<file path="config.mk">
export PLATFORM = sky130hd
export DESIGN_NAME = otp_parameter_store
export DESIGN_NICKNAME = d
export VERILOG_FILES = /design/src/logic/otp_store_pkg.sv /design/src/logic/fuse_array.sv /design/src/logic/current_hold_seq.sv /design/src/logic/otp_parameter_store.sv
export SDC_FILE = /design/constraint.sdc
export NUM_CORES = 1
export LEC_CHECK = 0
export BUFFER_PORTS_ARGS = -buffer_cell sky130_fd_sc_hd__buf_2
export CAP_MARGIN = 20
export CELL_PAD_IN_SITES_DETAIL_PLACEMENT = 0
export CELL_PAD_IN_SITES_GLOBAL_PLACEMENT = 2
export CORE_MARGIN = 2
export CORE_UTILIZATION = 35
export DETAILED_ROUTE_END_ITERATION = 10
export GPL_TIMING_DRIVEN = 0
export PLACE_DENSITY = 0.82
export SLEW_MARGIN = 20
export SYNTH_ARGS = -nofsm -noshare
export SYNTH_HDL_FRONTEND = slang
export SYNTH_SLANG_ARGS = --single-unit
export TNS_END_PERCENT = 5
</file>
<file path="constraint.sdc">
create_clock -name clk_in -period 4.9 [get_ports clk_in]
set_input_delay 0 -clock clk_in [delete_from_list [all_inputs] [get_ports clk_in]]
set_output_delay 0 -clock clk_in [all_outputs]
set_load 0.01 [all_outputs]
</file>
<file path="src/logic/otp_store_pkg.sv">
/*
 * Shared constants and types for the one-time-programmable parameter store:
 * fuse byte map, field positions, lock masks, timing counts, carriers.
 * Assumes a 40 MHz system clock.
 */
package otp_store_pkg;

	// array geometry
	localparam int FUSE_BYTES = 10;
	localparam int FUSE_WIDTH = 8;
	localparam int FUSE_BITS  = FUSE_BYTES * FUSE_WIDTH;

	// fuse byte offsets
	localparam logic [3:0] OTP_CALIB_TRIM_A          = 4'h0;
	localparam logic [3:0] OTP_BUS_CONFIG_TRIM       = 4'h1;
	localparam logic [3:0] OTP_STALL_NODE_CFG        = 4'h2;
	localparam logic [3:0] OTP_COIL_CURRENT_CFG      = 4'h3;
	localparam logic [3:0] OTP_SPEED_CFG             = 4'h4;
	localparam logic [3:0] OTP_SAFE_POS_HI_RAMP      = 4'h5;
	localparam logic [3:0] OTP_SAFE_POS_LO_FLAGS     = 4'h6;
	localparam logic [3:0] OTP_UNDERVOLT_STEP_LOCK   = 4'h7;
	localparam logic [3:0] OTP_ALT_SAFE_POS_HI_CLK   = 4'h8;
	localparam logic [3:0] OTP_ALT_SAFE_POS_LO_FLAGS = 4'h9;

	// field positions (lsb) inside their bytes
	localparam int BANK_SEL_BIT     = 7;
	localparam int THERMAL_LSB      = 4;
	localparam int CURREF_LSB       = 0;
	localparam int BAUD_BIT         = 7;
	localparam int COMBINE_BIT      = 6;
	localparam int BANDGAP_LSB      = 0;
	localparam int STALL_LSB        = 4;
	localparam int NODE_LSB         = 0;
	localparam int RUN_LSB          = 4;
	localparam int HOLD_LSB         = 0;
	localparam int VMAX_LSB         = 4;
	localparam int VMIN_LSB         = 0;
	localparam int SAFE_HI_LSB      = 5;
	localparam int SHAFT_BIT        = 4;
	localparam int ACC_LSB          = 0;
	localparam int SAFE_LO_LSB      = 2;
	localparam int FAILSAFE_BIT     = 1;
	localparam int SLEEP_BIT        = 0;
	localparam int UV_FILTER_BIT    = 7;
	localparam int UV_LEVEL_LSB     = 4;
	localparam int STEP_LSB         = 2;
	localparam int TRIM_LOCK_BIT    = 1;
	localparam int GLOBAL_LOCK_BIT  = 0;
	localparam int CLOCK_TRIM_LSB   = 0;

	// bits left open to zapping while the factory lock is set
	localparam logic [7:0] TRIM_LOCK_KEEP_0 = 8'h80;
	localparam logic [7:0] TRIM_LOCK_KEEP_1 = 8'hc0;
	localparam logic [7:0] TRIM_LOCK_KEEP_8 = 8'he0;

	// upper nine bits of the secure position that disable it
	localparam logic [8:0] SAFE_POS_OFF_PATTERN = 9'h100;
	localparam logic [3:0] HOLD_ZERO_INDEX      = 4'hf;
	localparam logic [3:0] LOWEST_LEVEL_INDEX   = 4'h0;
	localparam logic [4:0] MICROSTEP_BASE       = 5'h02;

	// delivery image: only the factory trim lock bit set
	localparam logic [FUSE_BITS-1:0] FACTORY_IMAGE =
		80'h0000_0200_0000_0000_0000;

	// timing
	localparam int CLK_PERIOD_NS   = 25;
	localparam int ZAP_PULSE_NS    = 1000;
	localparam int ZAP_CYCLES      =
		(ZAP_PULSE_NS + CLK_PERIOD_NS - 1) / CLK_PERIOD_NS;
	localparam int HOLD_SETTLE_NS  = 1000;
	localparam int HOLD_SETTLE_CYC =
		(HOLD_SETTLE_NS + CLK_PERIOD_NS - 1) / CLK_PERIOD_NS;

	typedef struct packed {
		logic [3:0]  run_current;
		logic [3:0]  hold_current;
		logic [3:0]  max_velocity;
		logic [3:0]  min_velocity;
		logic        shaft_dir;
		logic [3:0]  accel;
		logic [10:0] safe_target_position;
		logic [1:0]  microstep_resolution;
		logic [3:0]  stall_emf_threshold;
		logic        fail_safe;
		logic        auto_sleep_allow;
		logic [2:0]  undervolt_level_sel;
		logic        undervolt_recover_filter;
	} motion_cfg_type;

	typedef struct packed {
		logic [2:0] thermal_trip_trim;
		logic [3:0] current_reference_trim;
		logic [5:0] bandgap_trim;
		logic [4:0] clock_trim;
		logic       bus_baud_select;
		logic       node_id_combine_sel;
	} trim_type;

	typedef struct packed {
		logic [3:0] addr;
		logic [7:0] data;
	} fuse_req_type;

endpackage

</file>
<file path="src/logic/fuse_array.sv">
/*
 * Ten-byte fuse array model. Bits only ever go from zero to one.
 * Assumes the caller presents a single zap strobe per burned byte.
 */
`timescale 1ns/1ps
module fuse_array #(
	parameter int BYTES = otp_store_pkg::FUSE_BYTES,
	parameter int WIDTH = otp_store_pkg::FUSE_WIDTH
) (
	// clock
	input  wire logic                   clk_in,
	// zap port
	input  wire logic                   zap_in,
	input  wire logic [3:0]             zap_addr_in,
	input  wire logic [WIDTH-1:0]       zap_mask_in,
	// contents
	output logic      [BYTES*WIDTH-1:0] image_out
);
	import otp_store_pkg::*;

	// zapped bits only; nonvolatile, so reset leaves them alone
	logic [WIDTH-1:0] cell_q [BYTES] = '{default: '0};

	always_ff @(posedge clk_in) begin
		if (zap_in && (int'(zap_addr_in) < BYTES)) begin
			cell_q[zap_addr_in] <= cell_q[zap_addr_in] | zap_mask_in;
		end
	end

	always_comb begin
		for (int i = 0; i < BYTES; i++) begin
			image_out[i*WIDTH +: WIDTH] = FACTORY_IMAGE[i*WIDTH +: WIDTH] |
				cell_q[i];
		end
	end

endmodule

</file>
<file path="src/logic/current_hold_seq.sv">
/*
 * Coil current level sequencer between run and hold levels.
 * Assumes motion_running_in is a level from the motion controller.
 */
`timescale 1ns/1ps
module current_hold_seq #(
	parameter int SETTLE_CYCLES = otp_store_pkg::HOLD_SETTLE_CYC
) (
	// clock and reset
	input  wire logic       clk_in,
	input  wire logic       resetn_in,
	// levels
	input  wire logic       running_in,
	input  wire logic [3:0] run_idx_in,
	input  wire logic [3:0] hold_idx_in,
	// drive
	output logic      [3:0] level_out,
	output logic            regulator_off_out,
	output logic            low_side_ground_out
);
	import otp_store_pkg::*;

	logic [11:0] settle_q;

	always_ff @(posedge clk_in) begin
		if (!resetn_in) begin
			level_out           <= LOWEST_LEVEL_INDEX;
			regulator_off_out   <= 1'b0;
			low_side_ground_out <= 1'b0;
			settle_q            <= 12'h000;
		end else if (running_in) begin
			level_out           <= run_idx_in;
			regulator_off_out   <= 1'b0;
			low_side_ground_out <= 1'b0;
			settle_q            <= 12'h000;
		end else if (hold_idx_in != HOLD_ZERO_INDEX) begin
			level_out           <= hold_idx_in;
			regulator_off_out   <= 1'b0;
			low_side_ground_out <= 1'b0;
			settle_q            <= 12'h000;
		end else begin
			level_out <= LOWEST_LEVEL_INDEX;
			if (settle_q == 12'(SETTLE_CYCLES - 1)) begin
				regulator_off_out   <= 1'b1;
				low_side_ground_out <= 1'b1;
			end else begin
				settle_q <= settle_q + 12'h001;
			end
		end
	end

endmodule

</file>
<file path="src/logic/otp_parameter_store.sv">
/*
 * One-time-programmable parameter store: fuse programming with locks,
 * read-back with bank redirection, power-up copy into RAM parameters,
 * RAM overwrite by motion configuration, and field decoding.
 * Assumes the bus frame layer delivers decoded commands as one-cycle
 * valid strobes synchronous to clk_in.
 */
// Notes on behaviour
// - unzapped fuses read zero; zapping sets permanently
// - never pulse a bit already at one
// - one fuse byte per program command
// - global lock blocks zapping of all bytes
// - factory lock protects trim bits in bytes 0,1,8
// - unlocked zero bits stay zappable later
// - trim bytes and factory lock preset at delivery; FACTORY_IMAGE presets only the factory lock, trim bytes zero
// - new fuses take effect after power cycle
// - config write overwrites RAM except node bits
// - node bits plus straps form seven-bit address
// - secure position eleven bits, two low zero
// - special pattern disables secure positioning
// - bank select picks bytes 5,6 or 8,9
// - bank select redirects reads of 5,6 to 8,9
// - run current index selects one of sixteen
// - stopped motor drops to hold current
// - hold 1111 drops, then regulator off
// - step field selects half to sixteenth stepping
// - stall threshold zero disables motion detection
// - undervolt field selects one of eight pairs
// - direction bit selects rotation sense
// - power-up loads RAM from fuse contents
`timescale 1ns/1ps
module otp_parameter_store #(
	parameter int ZAP_PULSE_CYCLES = otp_store_pkg::ZAP_CYCLES,
	parameter int SETTLE_CYCLES    = otp_store_pkg::HOLD_SETTLE_CYC
) (
	// clock and reset
	input  wire logic                         clk_in,
	input  wire logic                         resetn_in,
	// fuse byte program command
	input  wire logic                         prog_valid_in,
	input  wire otp_store_pkg::fuse_req_type  prog_req_in,
	output logic                              prog_busy_out,
	output logic                              prog_done_out,
	output logic                              prog_blocked_out,
	// fuse byte read command
	input  wire logic                         rd_valid_in,
	input  wire logic [3:0]                   rd_addr_in,
	output logic                              rd_valid_out,
	output logic [7:0]                        rd_data_out,
	// motion configuration write command
	input  wire logic                         cfg_valid_in,
	input  wire otp_store_pkg::motion_cfg_type cfg_in,
	// system inputs
	input  wire logic [2:0]                   pin_strap_bits_in,
	input  wire logic                         motion_running_in,
	// parameters in use
	output logic                              ready_out,
	output otp_store_pkg::motion_cfg_type     params_out,
	output otp_store_pkg::trim_type           trims_out,
	output logic [6:0]                        node_address_out,
	// decoded controls
	output logic                              safe_pos_disabled_out,
	output logic                              stall_detect_en_out,
	output logic [4:0]                        microsteps_out,
	output logic                              dir_ccw_out,
	output logic [3:0]                        coil_level_out,
	output logic                              regulator_off_out,
	output logic                              low_side_ground_out
);
	import otp_store_pkg::*;

	typedef enum logic [2:0] {
		ST_LOAD = 3'b001,
		ST_IDLE = 3'b010,
		ST_ZAP  = 3'b100
	} state_type;

	state_type        state_q;
	logic [11:0]      zap_cnt_q;
	logic [3:0]       zap_addr_q;
	logic [7:0]       zap_mask_q;
	logic             zap_fire;
	logic [FUSE_BITS-1:0] image;
	logic [7:0]       cur_byte;
	logic [7:0]       burn_mask;
	logic [7:0]       wanted;
	logic [3:0]       node_bits_q;
	logic             cmd_ok;

	function automatic logic [7:0] byte_of(input logic [FUSE_BITS-1:0] img,
			input logic [3:0] idx);
		byte_of = 8'h00;
		for (int i = 0; i < FUSE_BYTES; i++) begin
			if (idx == 4'(i)) begin
				byte_of = img[i*FUSE_WIDTH +: FUSE_WIDTH];
			end
		end
	endfunction

	// lock-aware set of bits that may actually be burned
	function automatic logic [7:0] zap_mask(input logic [3:0] addr,
			input logic [7:0] data, input logic [7:0] cur,
			input logic trim_lock, input logic global_lock);
		logic [7:0] m;
		m = data & ~cur;
		if (global_lock) begin
			m = 8'h00;
		end else if (trim_lock) begin
			if (addr == OTP_CALIB_TRIM_A) begin
				m = m & TRIM_LOCK_KEEP_0;
			end else if (addr == OTP_BUS_CONFIG_TRIM) begin
				m = m & TRIM_LOCK_KEEP_1;
			end else if (addr == OTP_ALT_SAFE_POS_HI_CLK) begin
				m = m & TRIM_LOCK_KEEP_8;
			end
		end
		zap_mask = m;
	endfunction

	function automatic logic [6:0] node_combine(input logic sel,
			input logic [3:0] phys, input logic [2:0] strap);
		if (sel) begin
			node_combine = {strap, phys};
		end else begin
			node_combine = {phys, strap};
		end
	endfunction

	fuse_array #(
		.BYTES (FUSE_BYTES),
		.WIDTH (FUSE_WIDTH)
	) u_fuses (
		.clk_in      (clk_in),
		.zap_in      (zap_fire),
		.zap_addr_in (zap_addr_q),
		.zap_mask_in (zap_mask_q),
		.image_out   (image)
	);

	// live fuse view for locks and read-back
	logic [7:0] b0;
	logic [7:0] b1;
	logic [7:0] b2;
	logic [7:0] b3;
	logic [7:0] b4;
	logic [7:0] b5;
	logic [7:0] b7;
	logic [7:0] b8;
	logic [7:0] pos_hi;
	logic [7:0] pos_lo;
	logic       bank_sel;
	logic       trim_lock;
	logic       global_lock;

	always_comb begin
		b0          = byte_of(image, OTP_CALIB_TRIM_A);
		b1          = byte_of(image, OTP_BUS_CONFIG_TRIM);
		b2          = byte_of(image, OTP_STALL_NODE_CFG);
		b3          = byte_of(image, OTP_COIL_CURRENT_CFG);
		b4          = byte_of(image, OTP_SPEED_CFG);
		b5          = byte_of(image, OTP_SAFE_POS_HI_RAMP);
		b7          = byte_of(image, OTP_UNDERVOLT_STEP_LOCK);
		b8          = byte_of(image, OTP_ALT_SAFE_POS_HI_CLK);
		bank_sel    = b0[BANK_SEL_BIT];
		trim_lock   = b7[TRIM_LOCK_BIT];
		global_lock = b7[GLOBAL_LOCK_BIT];
		if (bank_sel) begin
			pos_hi = b8;
			pos_lo = byte_of(image, OTP_ALT_SAFE_POS_LO_FLAGS);
		end else begin
			pos_hi = b5;
			pos_lo = byte_of(image, OTP_SAFE_POS_LO_FLAGS);
		end
	end

	always_comb begin
		cur_byte  = byte_of(image, prog_req_in.addr);
		wanted    = prog_req_in.data & ~cur_byte;
		burn_mask = zap_mask(prog_req_in.addr, prog_req_in.data, cur_byte,
			trim_lock, global_lock);
		cmd_ok    = int'(prog_req_in.addr) < FUSE_BYTES;
		zap_fire  = (state_q == ST_ZAP) && (zap_cnt_q == 12'h000);
	end

	// program sequencer: one byte per accepted command
	always_ff @(posedge clk_in) begin
		if (!resetn_in) begin
			state_q    <= ST_LOAD;
			zap_cnt_q  <= 12'h000;
			zap_addr_q <= 4'h0;
			zap_mask_q <= 8'h00;
		end else begin
			case (state_q)
				ST_LOAD: begin
					state_q <= ST_IDLE;
				end
				ST_IDLE: begin
					if (prog_valid_in && cmd_ok && (burn_mask != 8'h00)) begin
						state_q    <= ST_ZAP;
						zap_addr_q <= prog_req_in.addr;
						zap_mask_q <= burn_mask;
						zap_cnt_q  <= 12'(ZAP_PULSE_CYCLES - 1);
					end
				end
				ST_ZAP: begin
					if (zap_cnt_q == 12'h000) begin
						state_q    <= ST_IDLE;
						zap_mask_q <= 8'h00;
					end else begin
						zap_cnt_q <= zap_cnt_q - 12'h001;
					end
				end
				default: begin
					state_q <= ST_LOAD;
				end
			endcase
		end
	end

	// program status
	always_ff @(posedge clk_in) begin
		if (!resetn_in) begin
			prog_busy_out    <= 1'b1;
			prog_done_out    <= 1'b0;
			prog_blocked_out <= 1'b0;
		end else begin
			prog_done_out <= 1'b0;
			case (state_q)
				ST_LOAD: begin
					prog_busy_out <= 1'b0;
				end
				ST_IDLE: begin
					if (prog_valid_in) begin
						prog_blocked_out <= !cmd_ok || (wanted != burn_mask);
						if (cmd_ok && (burn_mask != 8'h00)) begin
							prog_busy_out <= 1'b1;
						end else begin
							prog_done_out <= 1'b1;
						end
					end
				end
				ST_ZAP: begin
					if (zap_cnt_q == 12'h000) begin
						prog_busy_out <= 1'b0;
						prog_done_out <= 1'b1;
					end
				end
				default: begin
					prog_busy_out <= 1'b1;
				end
			endcase
		end
	end

	// read-back of the live fuses
	always_ff @(posedge clk_in) begin
		if (!resetn_in) begin
			rd_valid_out <= 1'b0;
			rd_data_out  <= 8'h00;
		end else begin
			rd_valid_out <= rd_valid_in;
			if (rd_valid_in) begin
				if (bank_sel && (rd_addr_in == OTP_SAFE_POS_HI_RAMP)) begin
					rd_data_out <= b8;
				end else if (bank_sel &&
						(rd_addr_in == OTP_SAFE_POS_LO_FLAGS)) begin
					rd_data_out <= byte_of(image,
						OTP_ALT_SAFE_POS_LO_FLAGS);
				end else begin
					rd_data_out <= byte_of(image, rd_addr_in);
				end
			end
		end
	end

	// RAM parameters: copied once after reset, then only by config writes
	always_ff @(posedge clk_in) begin
		if (!resetn_in) begin
			params_out  <= '0;
			trims_out   <= '0;
			node_bits_q <= 4'h0;
			ready_out   <= 1'b0;
		end else if (state_q == ST_LOAD) begin
			ready_out                            <= 1'b1;
			params_out.stall_emf_threshold       <= b2[STALL_LSB +: 4];
			params_out.run_current               <= b3[RUN_LSB +: 4];
			params_out.hold_current              <= b3[HOLD_LSB +: 4];
			params_out.max_velocity              <= b4[VMAX_LSB +: 4];
			params_out.min_velocity              <= b4[VMIN_LSB +: 4];
			// shaft and accel stay in byte five whatever the bank
			params_out.shaft_dir                 <= b5[SHAFT_BIT];
			params_out.accel                     <= b5[ACC_LSB +: 4];
			params_out.safe_target_position      <= {pos_hi[SAFE_HI_LSB +: 3],
				pos_lo[SAFE_LO_LSB +: 6], 2'b00};
			params_out.fail_safe                 <= pos_lo[FAILSAFE_BIT];
			params_out.auto_sleep_allow          <= pos_lo[SLEEP_BIT];
			params_out.microstep_resolution      <= b7[STEP_LSB +: 2];
			params_out.undervolt_level_sel       <= b7[UV_LEVEL_LSB +: 3];
			params_out.undervolt_recover_filter  <= b7[UV_FILTER_BIT];
			trims_out.thermal_trip_trim          <= b0[THERMAL_LSB +: 3];
			trims_out.current_reference_trim     <= b0[CURREF_LSB +: 4];
			trims_out.bandgap_trim               <= b1[BANDGAP_LSB +: 6];
			trims_out.bus_baud_select            <= b1[BAUD_BIT];
			trims_out.node_id_combine_sel        <= b1[COMBINE_BIT];
			trims_out.clock_trim                 <= b8[CLOCK_TRIM_LSB +: 5];
			node_bits_q                          <= b2[NODE_LSB +: 4];
		end else if (cfg_valid_in) begin
			params_out <= cfg_in;
		end
	end

	// node address from stored node bits and pin straps
	always_ff @(posedge clk_in) begin
		if (!resetn_in) begin
			node_address_out <= 7'h00;
		end else begin
			node_address_out <= node_combine(trims_out.node_id_combine_sel,
				node_bits_q, pin_strap_bits_in);
		end
	end

	// decoded controls from the RAM parameters
	always_ff @(posedge clk_in) begin
		if (!resetn_in) begin
			safe_pos_disabled_out <= 1'b0;
			stall_detect_en_out   <= 1'b0;
			microsteps_out        <= MICROSTEP_BASE;
			dir_ccw_out           <= 1'b0;
		end else begin
			safe_pos_disabled_out <= params_out.safe_target_position[10:2]
				== SAFE_POS_OFF_PATTERN;
			stall_detect_en_out   <= params_out.stall_emf_threshold
				!= 4'h0;
			microsteps_out        <= MICROSTEP_BASE
				<< params_out.microstep_resolution;
			dir_ccw_out           <= params_out.shaft_dir;
		end
	end

	// run and hold level sequencing; run index 0 lowest, 15 highest
	current_hold_seq #(
		.SETTLE_CYCLES (SETTLE_CYCLES)
	) u_hold (
		.clk_in              (clk_in),
		.resetn_in           (resetn_in),
		.running_in          (motion_running_in),
		.run_idx_in          (params_out.run_current),
		.hold_idx_in         (params_out.hold_current),
		.level_out           (coil_level_out),
		.regulator_off_out   (regulator_off_out),
		.low_side_ground_out (low_side_ground_out)
	);

endmodule

</file>
# After elaboration in Yosys (flattened, before gate mapping)
# Memory sizes are Yosys's and may differ from the RTL's. A register that Yosys moved wholly into a read port is not among the register bits.
# Cells that the tools add are included.
[classes]
addsub = 2
n_lt_le_gt_ge = 2
n_eq_ne = 30
shift = 1
n_mux = 54
bitwise_logic = 4
reduce_logical = 24
[ops]
columns = ["cell", "count"]
rows = [
  ["8-bit two-way mux", 27],
  ["44-bit two-way mux", 2],
  ["4-bit by 3-bit == test with 1-bit output, second input constant", 8],
  ["12-bit two-way mux", 2],
  ["12-bit one-hot mux with 2 select lines", 1],
  ["4-bit by 2-bit == test with 1-bit output, second input constant", 4],
  ["4-bit == test, second input constant", 4],
  ["4-bit two-way mux", 4],
  ["8-bit one-hot mux with 2 select lines", 1],
  ["7-bit two-way mux", 2],
  ["12-bit by 1-bit adder with 12-bit output, second input constant", 1],
  ["12-bit by 6-bit == test with 1-bit output, second input constant", 1],
  ["12-bit zero test", 1],
  ["12-bit by 1-bit subtractor with 12-bit output, second input constant", 1],
  ["9-bit == test, second input constant", 1],
  ["3-bit one-hot mux with 3 select lines", 1],
  ["3-bit AND reduction", 3],
  ["8-bit AND", 1],
  ["4-bit by 1-bit == test with 1-bit output, second input constant", 2],
  ["4-bit zero test", 2],
  ["4-bit < comparator, second input constant", 2],
  ["1-bit two-way mux", 8],
  ["2-bit inequality test, second input constant", 4],
  ["8-bit inequality test", 1],
  ["other kinds (23)", 33],
]
[totals]
regBits = 140
ram_bits = 80
inputBits = 69
output_inout_bits = 98
wordCells = 157
n_memories = 1
[mem_list]
columns = ["name", "words", "word_bits", "rd", "rd_ports_with_merged_regs", "write_ports", "line_no", "text"]
rows = [
  ["u_fuses.cell_q", 10, 8, 11, 1, 1, "fuse_array.sv:22", "logic [WIDTH-1:0] cell_q [BYTES] = '{default: '0};"],
]

# Depth between registers and ports, before layout
# Gate-level depths: netlist of the first run.
[depth]
depth_word = 22
ltp_mapped = 12
depth_no_buf = 9

# Hierarchy
# From an unflattened synthesis of the first run, not the netlist that was laid out.
[hier_totals]
cells_unflattened = 1212
hier_area_um2 = 13061.3
[by_module_without_submodules]
columns = ["mod", "n_inst", "cells_per_inst", "area_each_um2", "seq_area_each_um2"]
rows = [
  ["otp_parameter_store", 1, 858, 7011.7, 2442.3],
  ["fuse_array", 1, 272, 5277.6, 3843.7],
  ["current_hold_seq", 1, 82, 772.0, 340.3],
]

# Worst setup path after synthesis of the first run
# No wires, ideal clock.
[synth_timing]
kind = "reg2reg"
from = "register zap_cnt_q[6]"
to = "memory u_fuses.cell_q[0][0] (netlist bit), enable pin"
setup_time_ns = 0.385
t_arrival_ns = 2.418
required_time_ns = 4.515
path_slack_ns = 2.097
path_stages_with_launch = 7
path_buffers = 1
synth_period_minus_slack_ns = 2.803
cell_sequence = "dfxtp_1 nor4_1 nand2b_1 or4_1 clkbuf_1 nor3_1 nor3b_1"
[synth_between]
elab_chain_cells = 5
[synth_rtl]
columns = ["element", "line_no", "text"]
rows = [
  ["start: declaration", "otp_parameter_store.sv:79", "logic [11:0] zap_cnt_q;"],
  ["start signal: assignment", "otp_parameter_store.sv:202", "zap_cnt_q <= 12'(ZAP_PULSE_CYCLES - 1);"],
  ["start signal: assignment", "otp_parameter_store.sv:210", "zap_cnt_q <= zap_cnt_q - 12'h001;"],
  ["12-bit zero test", "otp_parameter_store.sv:182", "zap_fire = (state_q == ST_ZAP) && (zap_cnt_q == 12'h000);"],
  ["1-bit logical AND", "otp_parameter_store.sv:182", ""],
  ["1-bit logical AND", "fuse_array.sv:25", "if (zap_in && (int'(zap_addr_in) < BYTES)) begin"],
  ["1-bit two-way mux", "fuse_array.sv:25", ""],
  ["1-bit two-way mux (not written as such)", "fuse_array.sv:26", "cell_q[zap_addr_in] <= cell_q[zap_addr_in] | zap_mask_in;"],
  ["end: declaration", "fuse_array.sv:22", ""],
]
# No other way between the ends.

==> results of run 1 <==
Yosys cell counts (14+ instances only):
master | number | area (um2)
nor2b_1 | 22 | 138
a21oi_1 | 36 | 180
nand2_1 | 158 | 593
dfxtp_1 | 143 | 2860
o211a_1 | 34 | 340
clkbuf_1 | 48 | 180
edfxtp_1 | 128 | 3840
mux4_2 | 46 | 1040
and3_1 | 19 | 119
inv_1 | 14 | 52.6
a21boi_0 | 28 | 210
mux2i_1 | 87 | 871
nor2_1 | 61 | 229
o21ai_0 | 29 | 145
nor3_1 | 14 | 70.1
nand2b_1 | 17 | 106
through the flow:
| step | setup WS, ns | area, um2 | hold slack, ns | utilization | total power, mW |
|---|---|---|---|---|---|
| after global routing | 1.13 | 16100 | 0.107 | 0.442 | 5.75 |
| after CTS | 1.24 | 16100 | 0.0683 | 0.442 | 5.59 |
| after detailed placement | 1.25 | 14500 | 0.247 | 0.398 | 3.21 |
| after floorplan | 2.10 | 13000 | 0.0946 | - | 2.94 |
| after global placement | 0.501 | 14400 | 0.246 | 0.396 | 3.20 |
| final | 1.22 | 16100 | 0.0833 | 0.442 | 5.54 |
worst max-delay path, delay by kind of cell, from the launching register on:
kind,cells,cell delay [ns]
buffers and inverters,3,1.55
flip-flops,1,0.30
multiplexers,2,0.99
AND/OR/NAND/NOR,1,0.49
placed cells by master, fill, tap and decap left out, types with 7 or more instances in the layout:
| cell | instances |
|---|---|
| and2_1 | 12 |
| buf_4 | 7 |
| o31ai_1 | 7 |
| a22oi_1 | 11 |
| nand3_1 | 8 |
| a21oi_1 | 36 |
| clkbuf_16 | 32 |
| and3_1 | 19 |
| mux4_2 | 46 |
| o211a_1 | 34 |
| nor2b_1 | 22 |
| a21boi_0 | 28 |
| nor3_1 | 11 |
| mux2i_1 | 87 |
| xor2_1 | 8 |
| a31oi_1 | 9 |
| nand2_1 | 158 |
| nand3b_1 | 8 |
| or2_2 | 8 |
| buf_2 | 169 |
| nand2b_1 | 17 |
| inv_1 | 14 |
| conb_1 | 49 |
| a211oi_1 | 9 |
| dfxtp_1 | 143 |
| mux2_2 | 7 |
| xnor2_1 | 9 |
| buf_1 | 12 |
| edfxtp_1 | 128 |
| dlygate4sd3_1 | 54 |
| nor2_1 | 61 |
| o21ai_0 | 29 |
| clkbuf_1 | 51 |
| nor4_1 | 8 |
power breakdown:
part	internal, mW	leakage [nW]	switching [mW]	total [mW]
Combinational	0.275	3.63	0.390	0.666
Clock	1.42	0.514	0.933	2.35
Sequential	2.46	2.22	0.0610	2.52
Total	4.15	6.36	1.38	5.54
routing by layer:
metal  up-vias  GRT usage  share of wire
met5         -          0        0.00028
met1      5166      0.315           0.41
met2       481      0.387           0.46
li1       4734          -              -
met4         2     0.0797          0.035
met3       108     0.0625          0.094
flip-flops by register name, summed over array words and instances, names as in the netlist, 7 cells and up, named ones only:
signal and flops:
trims_out 20, rd_data_out 8, params_out 44, zap_mask_q 8, u_fuses.cell_q 128, zap_cnt_q 12, u_hold.settle_q 12, node_address_out 7
area by class of cell:
type                       instances  share of cell area
clock buffer                      40              0.0548
tap                              468              0.0365
sequential                       271               0.418
multi-input combinational        804               0.369
buffer                            78              0.0224
antenna                            2            0.000312
timing repair buffer             218              0.0854
clock inverter                    16              0.0104
inverter                          16             0.00374
logic make-up (layout without fill, tap and decap cells):
group	count (synthesis)	after routing	synth area share
buf+inv	94	368	0.0328
mux	140	140	0.155
other cells	1	51	0.000293
compound gates	222	222	0.130
xor+xnor	17	17	0.0116
fa+ha+maj	2	2	0.00195
simple gates	374	374	0.145
flops	271	271	0.523
path summary, 6_finish.rpt:
| path | to | slack, ns | depth (start not counted) |
|---|---|---|---|
| max | u_fuses.cell_q[12][3]$_DFFE_PP_ | 1.22 | 6 |
| min | zap_mask_q[7]$_SDFFE_PN0P_ | 0.08 | 5 |
| max reg2reg | u_fuses.cell_q[12][3]$_DFFE_PP_ | 1.22 | 6 |
| min reg2reg | trims_out[12]$_SDFFE_PN0P_ | 0.47 | 2 |
==> impl_metrics.json, run 1 <==
{
  "start_util": 0.353,
  "multi_input_area_mm2": 0.00593,
  "num_rows": 70,
  "cts_setup_buffers": 0,
  "io-pin-count": 167,
  "cts_resized": 0,
  "die_h_um": 195,
  "clockBufferDepth": 3,
  "synth-edff-count": 128,
  "grt_max_degree": 17,
  "grt-ovfl-total": 0,
  "seq_area_mm2": 0.00671,
  "area_delta_synth_final_pct": 25.3,
  "powerDensity_mw_per_mm2": 345,
  "vdd_drop_max_mv": 0.275,
  "synth_cells": 1121,
  "grt_first_pass_wirelength_um": 67100,
  "critPathMostFrequentCell": "clkbuf_1",
  "path_max_fanout": 16,
  "worst_slew_pin_slew_ns": 1.01,
  "cp_slowest_cell": "clkbuf_1",
  "critPathMaxStageDelay_ns": 0.65,
  "status": "completed",
  "rsz0062_at_grt": "false",
  "place_congestion": 0.981,
  "final-setup-viol-count": 0,
  "synth.distinct_cells": 85,
  "dieArea_mm2": 0.0382,
  "cts.clk_slew.worst_paths_ns": 0.06,
  "syn_avg_cell_area_um2": 11.4,
  "drv_slew": 0,
  "clk_latency_ns": 0.56,
  "arrival_ns": 3.91,
  "hold_class": "input pin to register",
  "firstDrtPassIters": 6,
  "post-route-period-util": 0.751,
  "cts.sinks": 271,
  "p_leak_nw": 6.36,
  "finalHoldViolations": 0,
  "ctsHoldBuffers": 54,
  "critical_path_class": "register to register",
  "antenna_left": 0,
  "nNetsFinal": 1490,
  "finalCriticalPeriod_ns": 3.68,
  "synth_flop_cell": "dfxtp_1",
  "synthArstFlopShare": 0,
  "wl_per_cell_um": 24.2,
  "yosysWarnings": 0,
  "fill_cells": 3439,
  "cts_made_buffers": 30,
  "max_clock_freq_mhz": 272,
  "grt_pass1_vias": 10200,
  "required_ns": 5.13,
  "syn-cell-area_mm2": 0.0128,
  "startpoint_type": "register",
  "stdcell_count": 1913,
  "cts_tree": "built",
  "hpwl_um": 34600,
  "drv_cap": 0,
  "via_count": 10500,
  "tns_ns": 0,
  "grt_util_all_layers": 0.240,
  "worstPathCellList": "clkbuf_1, clkbuf_1, clkbuf_1, mux4_2, mux4_2, or2_2",
  "hold_start": "prog_req_in[7]",
  "relSlewSlack": 0.327,
  "root_buffer": "clkbuf_16",
  "drc": 0,
  "fin_worst_skew_ns": 0.0147,
  "end_kind": "register",
  "ys_seq_area_frac": 0.523,
  "routed_wl_um": 46300,
  "antenna_found_initial": 3,
  "synth-seq-cells": 271,
  "die_w_um": 195,
  "avgViaCountPerCell": 5.48,
  "htreeDepth": 1,
  "core_area_mm2": 0.0363,
  "layout-drive-gt1-share": 0.220,
  "drt-initial-drc-count": 1031,
  "io_buffers": 159,
  "dp.cells": 1801
}
Power figures use the tool's default switching activity.
==> inputs of run 2 (changes only) <==
ABC_AREA = 1   (was unset)
PLACE_DENSITY = 0.89   (was 0.82)
clock period = 3.85 ns   (was 4.9 ns; I/O delays follow)
==> impl_metrics.json, run 2 <==
{
  "layout-drive-gt1-share": 0.138,
  "antenna_left": 0,
  "rsz0062_at_grt": "false",
  "syn_avg_cell_area_um2": 8.35,
  "final_common_cell": "nand2_1",
  "nNetsFinal": 1869,
  "synth.top_cell.area_share": 0.309,
  "finalHoldViolations": 0,
  "startpoint": "prog_req_in[8]",
  "synth-seq-cells": 271,
  "grt_util_all_layers": 0.251,
  "end_kind": "register",
  "synth.top_cells.by_count": "nand2_1 (275), nor2_1 (162), o21ai_0 (149)",
  "grt_first_pass_wirelength_um": 69200,
  "avgViaCountPerCell": 5.25,
  "htreeDepth": 1,
  "crit_cells": 15,
  "r2r_cells": 7,
  "post-route-period-util": 0.827,
  "synth.most_common_cell": "nand2_1",
  "dieArea_mm2": 0.0370,
  "cts_made_buffers": 30,
  "p_leak_nw": 6.46,
  "seq_power_share": 0.434,
  "synth_top_cell_by_area": "edfxtp_1",
  "crit_buf_inv": 6,
  "syn-cell-area_mm2": 0.0124,
  "synth.distinct_cells": 44,
  "met2_length_um": 21900,
  "wl_met1_um": 19700,
  "die_h_um": 192,
  "reg2reg_slack_ns": 0.69,
  "status": "completed",
  "ys_seq_area_frac": 0.540,
  "synthAdderAreaFrac": 0.00201,
  "synth-edff-count": 128,
  "powerDensity_mw_per_mm2": 502,
  "via_count": 12000,
  "drc": 0,
  "reg2reg_to": "u_fuses.cell_q[9][4]$_DFFE_PP_",
  "hold_ws_ns": 0.0246,
  "synthMuxAreaShare": 0.00322,
  "antenna_found_initial": 0,
  "clk_latency_ns": 0.56,
  "yosysWarnings": 0,
  "comb_power_share": 0.174,
  "grt_max_degree": 17,
  "cts.sinks": 271,
  "max_clock_freq_mhz": 314,
  "worst_slew_pin_slew_ns": 1.03,
  "required_ns": 4.30,
  "finalCriticalPeriod_ns": 3.18,
  "largest_registers": "u_fuses.cell_q x128, params_out x44, trims_out x20",
  "vdd_drop_max_mv": 0.350,
  "synth_flop_cell": "dfxtp_1",
  "drv_slew": 0,
  "io_buffers": 164,
  "tns_ns": 0,
  "grt-ovfl-total": 0,
  "area_delta_synth_final_pct": 27.0,
  "power.share.clock": 0.392,
  "grt_pass1_vias": 11500,
  "yosys.area_share.simple": 0.214,
  "cts_tree": "built",
  "final_cell_mix": "nand2_1 (275), buf_2 (168), nor2_1 (162)",
  "relSlewSlack": 0.315,
  "synth_cells": 1488,
  "root_buffer": "clkbuf_16",
  "internal_power_mw": 5.70,
  "startpoint_type": "input pin",
  "worstPathCellList": "dlygate4sd3_1, buf_2, nor2_2, nand2_1, inv_1, buf_4, a21oi_1, nand2_1, nand3_1, nand3_1, nand2_1, a311oi_1, dlygate4sd3_1, a21oi_1, dlygate4sd3_1",
  "routed_wl_um": 47000,
  "drv_cap": 0,
  "largest_reg_flops": 128,
  "top_register": "u_fuses.cell_q",
  "ctsHoldBuffers": 63,
  "final-setup-viol-count": 0,
  "wl_per_cell_um": 20.6,
  "place_congestion": 0.979,
  "fin_worst_skew_ns": 0.0162,
  "cts_setup_buffers": 0,
  "io-pin-count": 167,
  "synth_compound_area_frac": 0.167,
  "path_max_fanout": 10,
  "synth_xor_area_frac": 0.00846,
  "firstDrtPassIters": 6,
  "hold_class": "input pin to register",
  "die_w_um": 192,
  "arrival_ns": 3.63,
  "netSwitchingPower_mw": 2.22,
  "cp_slowest_cell": "dlygate4sd3_1",
  "num_rows": 68,
  "wl_met3_um": 3340,
  "synthArstFlopShare": 0,
  "drt-initial-drc-count": 1116,
  "endpoint": "prog_blocked_out$_SDFFE_PN0P_",
  "start_util": 0.358,
  "synth_top_family_by_area": "simple AND/OR/NAND/NOR gates",
  "crit_family": "buffers and inverters",
  "routed.top_layer": "met4",
  "core_area_mm2": 0.0347,
  "hpwl_um": 35400,
  "swShare": 0.280,
  "clockBufferDepth": 3,
  "critPathMaxStageDelay_ns": 0.59,
  "cts_resized": 0,
  "critical_path_class": "input pin to register",
  "cts.clk_slew.worst_paths_ns": 0.06,
  "synthTopCellsByArea": "edfxtp_1 (31%), dfxtp_1 (23%), nand2_1 (8.3%)"
}
[run 2: cell types whose count changed after synthesis, sizes merged, moves of 26 or more]
| cell | delta |
|---|---|
| inv | +113 |
| mux2i | -83 |
| a21oi | +94 |
| nor2 | +105 |
| o211a | -34 |
| o21ai | +118 |
| mux4 | -46 |
| a21boi | -29 |
| a31oi | +26 |
| nand3 | +103 |
| nand2 | +119 |
[run 2: through the flow]
stage | util | setup slack [ns] | cells | power [mW] | instance area, um2
after global placement | 0.403 | 0.398 | 2155 | 4.80 | 14000
after global routing | 0.454 | 0.401 | 2276 | 8.25 | 15800
after floorplan | - | 1.45 | 1536 | 4.24 | 12600
after CTS | 0.454 | 0.712 | 2276 | 7.96 | 15800
after detailed placement | 0.404 | 0.730 | 2158 | 4.82 | 14000
final | 0.454 | 0.667 | 2277 | 7.91 | 15800
[run 2: cells by family after synthesis]
group	after synthesis
XOR/XNOR	12
AND/OR/NAND/NOR	620
flip-flops	271
AO/OA/AOI/OAI	372
multiplexers	4
buffers and inverters	206
other	1
adder cells (fa/ha/maj)	2
[run 2: final cells by class]
| cell class | instances | area [um2] |
|---|---|---|
| inverter | 128 | 480 |
| buffer | 78 | 327 |
| clock inverter | 10 | 160 |
| sequential | 271 | 6710 |
| antenna | 1 | 2.50 |
| timing repair buffer | 230 | 1470 |
| multi-input combinational | 1059 | 5130 |
| tap | 455 | 569 |
| clock buffer | 45 | 931 |
| fill | 3506 | 18900 |
[run 2: worst min path at each step]
stage	startpoint	end	slack, ns	cells past startpoint
6_report	prog_req_in[2]	zap_mask_q[2]$_SDFFE_PN0P_	0.02	7
5_1_grt	prog_req_in[2]	zap_mask_q[2]$_SDFFE_PN0P_	0.04	7
4_1_cts	prog_req_in[2]	zap_mask_q[2]$_SDFFE_PN0P_	0.002	7
3_5_place_dp	pin_strap_bits_in[0]	node_address_out[4]$_SDFF_PN0_	0.25	3
3_3_place_gp	pin_strap_bits_in[0]	node_address_out[4]$_SDFF_PN0_	0.25	3
2_1_floorplan	rd_valid_in	rd_valid_out$_SDFF_PN0_	0.09	2
[run 2: per-layer routing]
metal | GRT usage | vias to the layer above
li1 | - | 5728
met1 | 0.324 | 5606
met2 | 0.426 | 515
met3 | 0.0286 | 105
met4 | 0.104 | 0
met5 | 0 | -
[run 2: tightest hold or removal path: cells and delay by family]
kind | cells | cell delay, ns
buffers and inverters | 2 | 0.16
AND/OR/NAND/NOR | 5 | 0.37
[run 2: power by group through the flow]
stage / Sequential (mW) / Combinational [mW] / Clock (mW)
global placement: 3.49 / 1.31 / 0
detailed placement: 3.49 / 1.33 / 0
floorplan: 3.54 / 0.701 / 0
finish: 3.43 / 1.38 / 3.10
CTS: 3.43 / 1.38 / 3.15
global route: 3.46 / 1.54 / 3.26
==> inputs of run 3 (changes only) <==
CORE_UTILIZATION = 31   (was 35)
PLACE_DENSITY = 0.84   (was 0.89)
clock period = 2.8 ns   (was 3.85 ns; I/O delays follow)
==> impl_metrics.json, run 3 (synthesis results as in run 2) <==
{
  "fin_area_mm2": 0.0160,
  "p_leak_nw": 6.51,
  "status": "completed",
  "end_kind": "register",
  "fill_cells": 4106,
  "cts.sinks": 271,
  "arrival_ns": 2.98,
  "final-setup-viol-count": 0,
  "io-pin-count": 167,
  "avgViaCountPerCell": 5.13,
  "required_ns": 3.02,
  "area_delta_synth_final_pct": 28.7,
  "grt_use_met3": 0.0354,
  "antennaDiodeCount": 0,
  "htreeDepth": 2,
  "wl_per_cell_um": 21.2,
  "path_max_fanout": 6,
  "cts.clk_slew.worst_paths_ns": 0.06,
  "hold_ws_ns": 0.0178,
  "drt-initial-drc-count": 1054,
  "drc": 0,
  "finalHoldViolations": 0,
  "finalPower_mw": 11.1,
  "antenna_found_initial": 0,
  "clk_latency_ns": 0.53,
  "die_h_um": 204,
  "hpwl_um": 37400,
  "nNetsFinal": 1870,
  "dp.cells": 2228,
  "grt_util_met2": 0.392,
  "final_cell_mix": "nand2_1 (273), buf_2 (167), nor2_1 (160)",
  "clockBufferDepth": 3,
  "finalCriticalPeriod_ns": 2.76,
  "final_common_cell": "nand2_1",
  "grt-ovfl-total": 0,
  "firstDrtPassIters": 6,
  "routed_wl_um": 49700,
  "grt_first_pass_wirelength_um": 72700,
  "worst_slew_pin_slew_ns": 0.985,
  "die_w_um": 204,
  "relSlewSlack": 0.343,
  "top_register": "u_fuses.cell_q",
  "grt_max_degree": 17,
  "cts_made_buffers": 34,
  "rsz0062_at_grt": "true",
  "layout-drive-gt1-share": 0.154,
  "start_util": 0.313,
  "drv_cap": 0,
  "via_count": 12100,
  "use_met1": 0.295,
  "largest_reg_flops": 128,
  "critical_path_class": "register to register",
  "max_clock_freq_mhz": 362,
  "globalRoute.busiestLayer": "met2",
  "root_buffer": "clkbuf_16",
  "stdcell_count": 2349,
  "grt_util_all_layers": 0.235,
  "placed_cell_area_mm2": 0.0141,
  "startpoint_type": "register",
  "seq_area_mm2": 0.00671,
  "dieArea_mm2": 0.0417,
  "cts_tree": "built",
  "powerDensity_mw_per_mm2": 691,
  "antenna_left": 0,
  "fin_worst_skew_ns": 0.0253,
  "vdd_drop_max_mv": 0.320,
  "largest_registers": "u_fuses.cell_q x128, params_out x44, trims_out x20",
  "post-route-period-util": 0.986,
  "fin_util": 0.403,
  "grt_pass1_vias": 11700,
  "place_congestion": 0.939,
  "drv_slew": 0,
  "hold_class": "input pin to register",
  "io_buffers": 164,
  "multi_input_area_mm2": 0.00524,
  "num_rows": 73,
  "core_area_mm2": 0.0396
}
-- run 3: changes by cell type in the layout (fill, tap and decap cells not counted), sizes merged --
cell | before | now
dlygate4sd3 | 63 | 56
buf | 180 | 182
clkinv | 5 | 11
bufinv | 4 | 2
clkinvlp | 0 | 3
diode | 1 | 0
clkbuf | 110 | 112
inv | 129 | 128
-- run 3: power breakdown --
part,switching [mW],internal (mW),total [mW]
clock network,1.76,2.62,4.38
registers,0.182,4.54,4.73
logic,1.30,0.640,1.94
total,3.25,7.81,11.1
-- run 3: what timing repair did --
item | 4_1_cts | 5_1_grt
setup endpoints to repair | 160 | 170
pin swaps | 0 | 1
resized for setup | 11 | 29
endpoints found under the hold margin | 74 | 0
cloned | 0 | 0
setup buffers | 3 | 1
hold buffers | 56 | 0
-- run 3: layout make-up --
| class | count | share of cell area |
|---|---|---|
| inverter | 128 | 0.0301 |
| buffer | 78 | 0.0214 |
| clock buffer | 45 | 0.0603 |
| multi-input combinational | 1059 | 0.328 |
| tap | 525 | 0.0411 |
| sequential | 271 | 0.420 |
| clock inverter | 16 | 0.00978 |
| timing repair buffer | 227 | 0.0903 |
-- run 3: worst max-delay path, cell delays in order (launching register included) --
cell and delay [ns]:
dfxtp_1 0.32, inv_1 0.08, ha_1 0.24, nand3_1 0.16, nor3_2 0.18, nand2_1 0.12
nor2_1 0.21, inv_1 0.13, nor2_1 0.21, nand2_2 0.18, nor3_2 0.37, buf_4 0.26
-- run 3: per-stage QoR --
stage	setup slack, ns	TNS, ns
after floorplan	0.404	0
after global placement	-0.693	-54.15
after detailed placement	-0.385	-30.47
after CTS	-0.341	-7.87
after global routing	-0.0849	-0.479
final	0.0397	0
-- run 3: path summary, 6_finish.rpt --
path / endpoint / cells after the start / slack, ns / start
worst max-delay path: u_fuses.cell_q[3][0]$_DFFE_PP_ / 11 / 0.04 / zap_cnt_q[0]$_SDFFE_PN0P_
worst min-delay path: prog_blocked_out$_SDFFE_PN0P_ / 7 / 0.02 / prog_req_in[3]
worst max register to register: u_fuses.cell_q[3][0]$_DFFE_PP_ / 11 / 0.04 / zap_cnt_q[0]$_SDFFE_PN0P_
worst min register to register: prog_busy_out$_SDFFE_PN1P_ / 2 / 0.46 / prog_busy_out$_SDFFE_PN1P_
-- run 3: layer usage --
layer | up-vias | part of all wire
met5 | - | 0
met4 | 0 | 0.048
met3 | 112 | 0.067
met2 | 472 | 0.47
met1 | 5736 | 0.41
li1 | 5736 | -
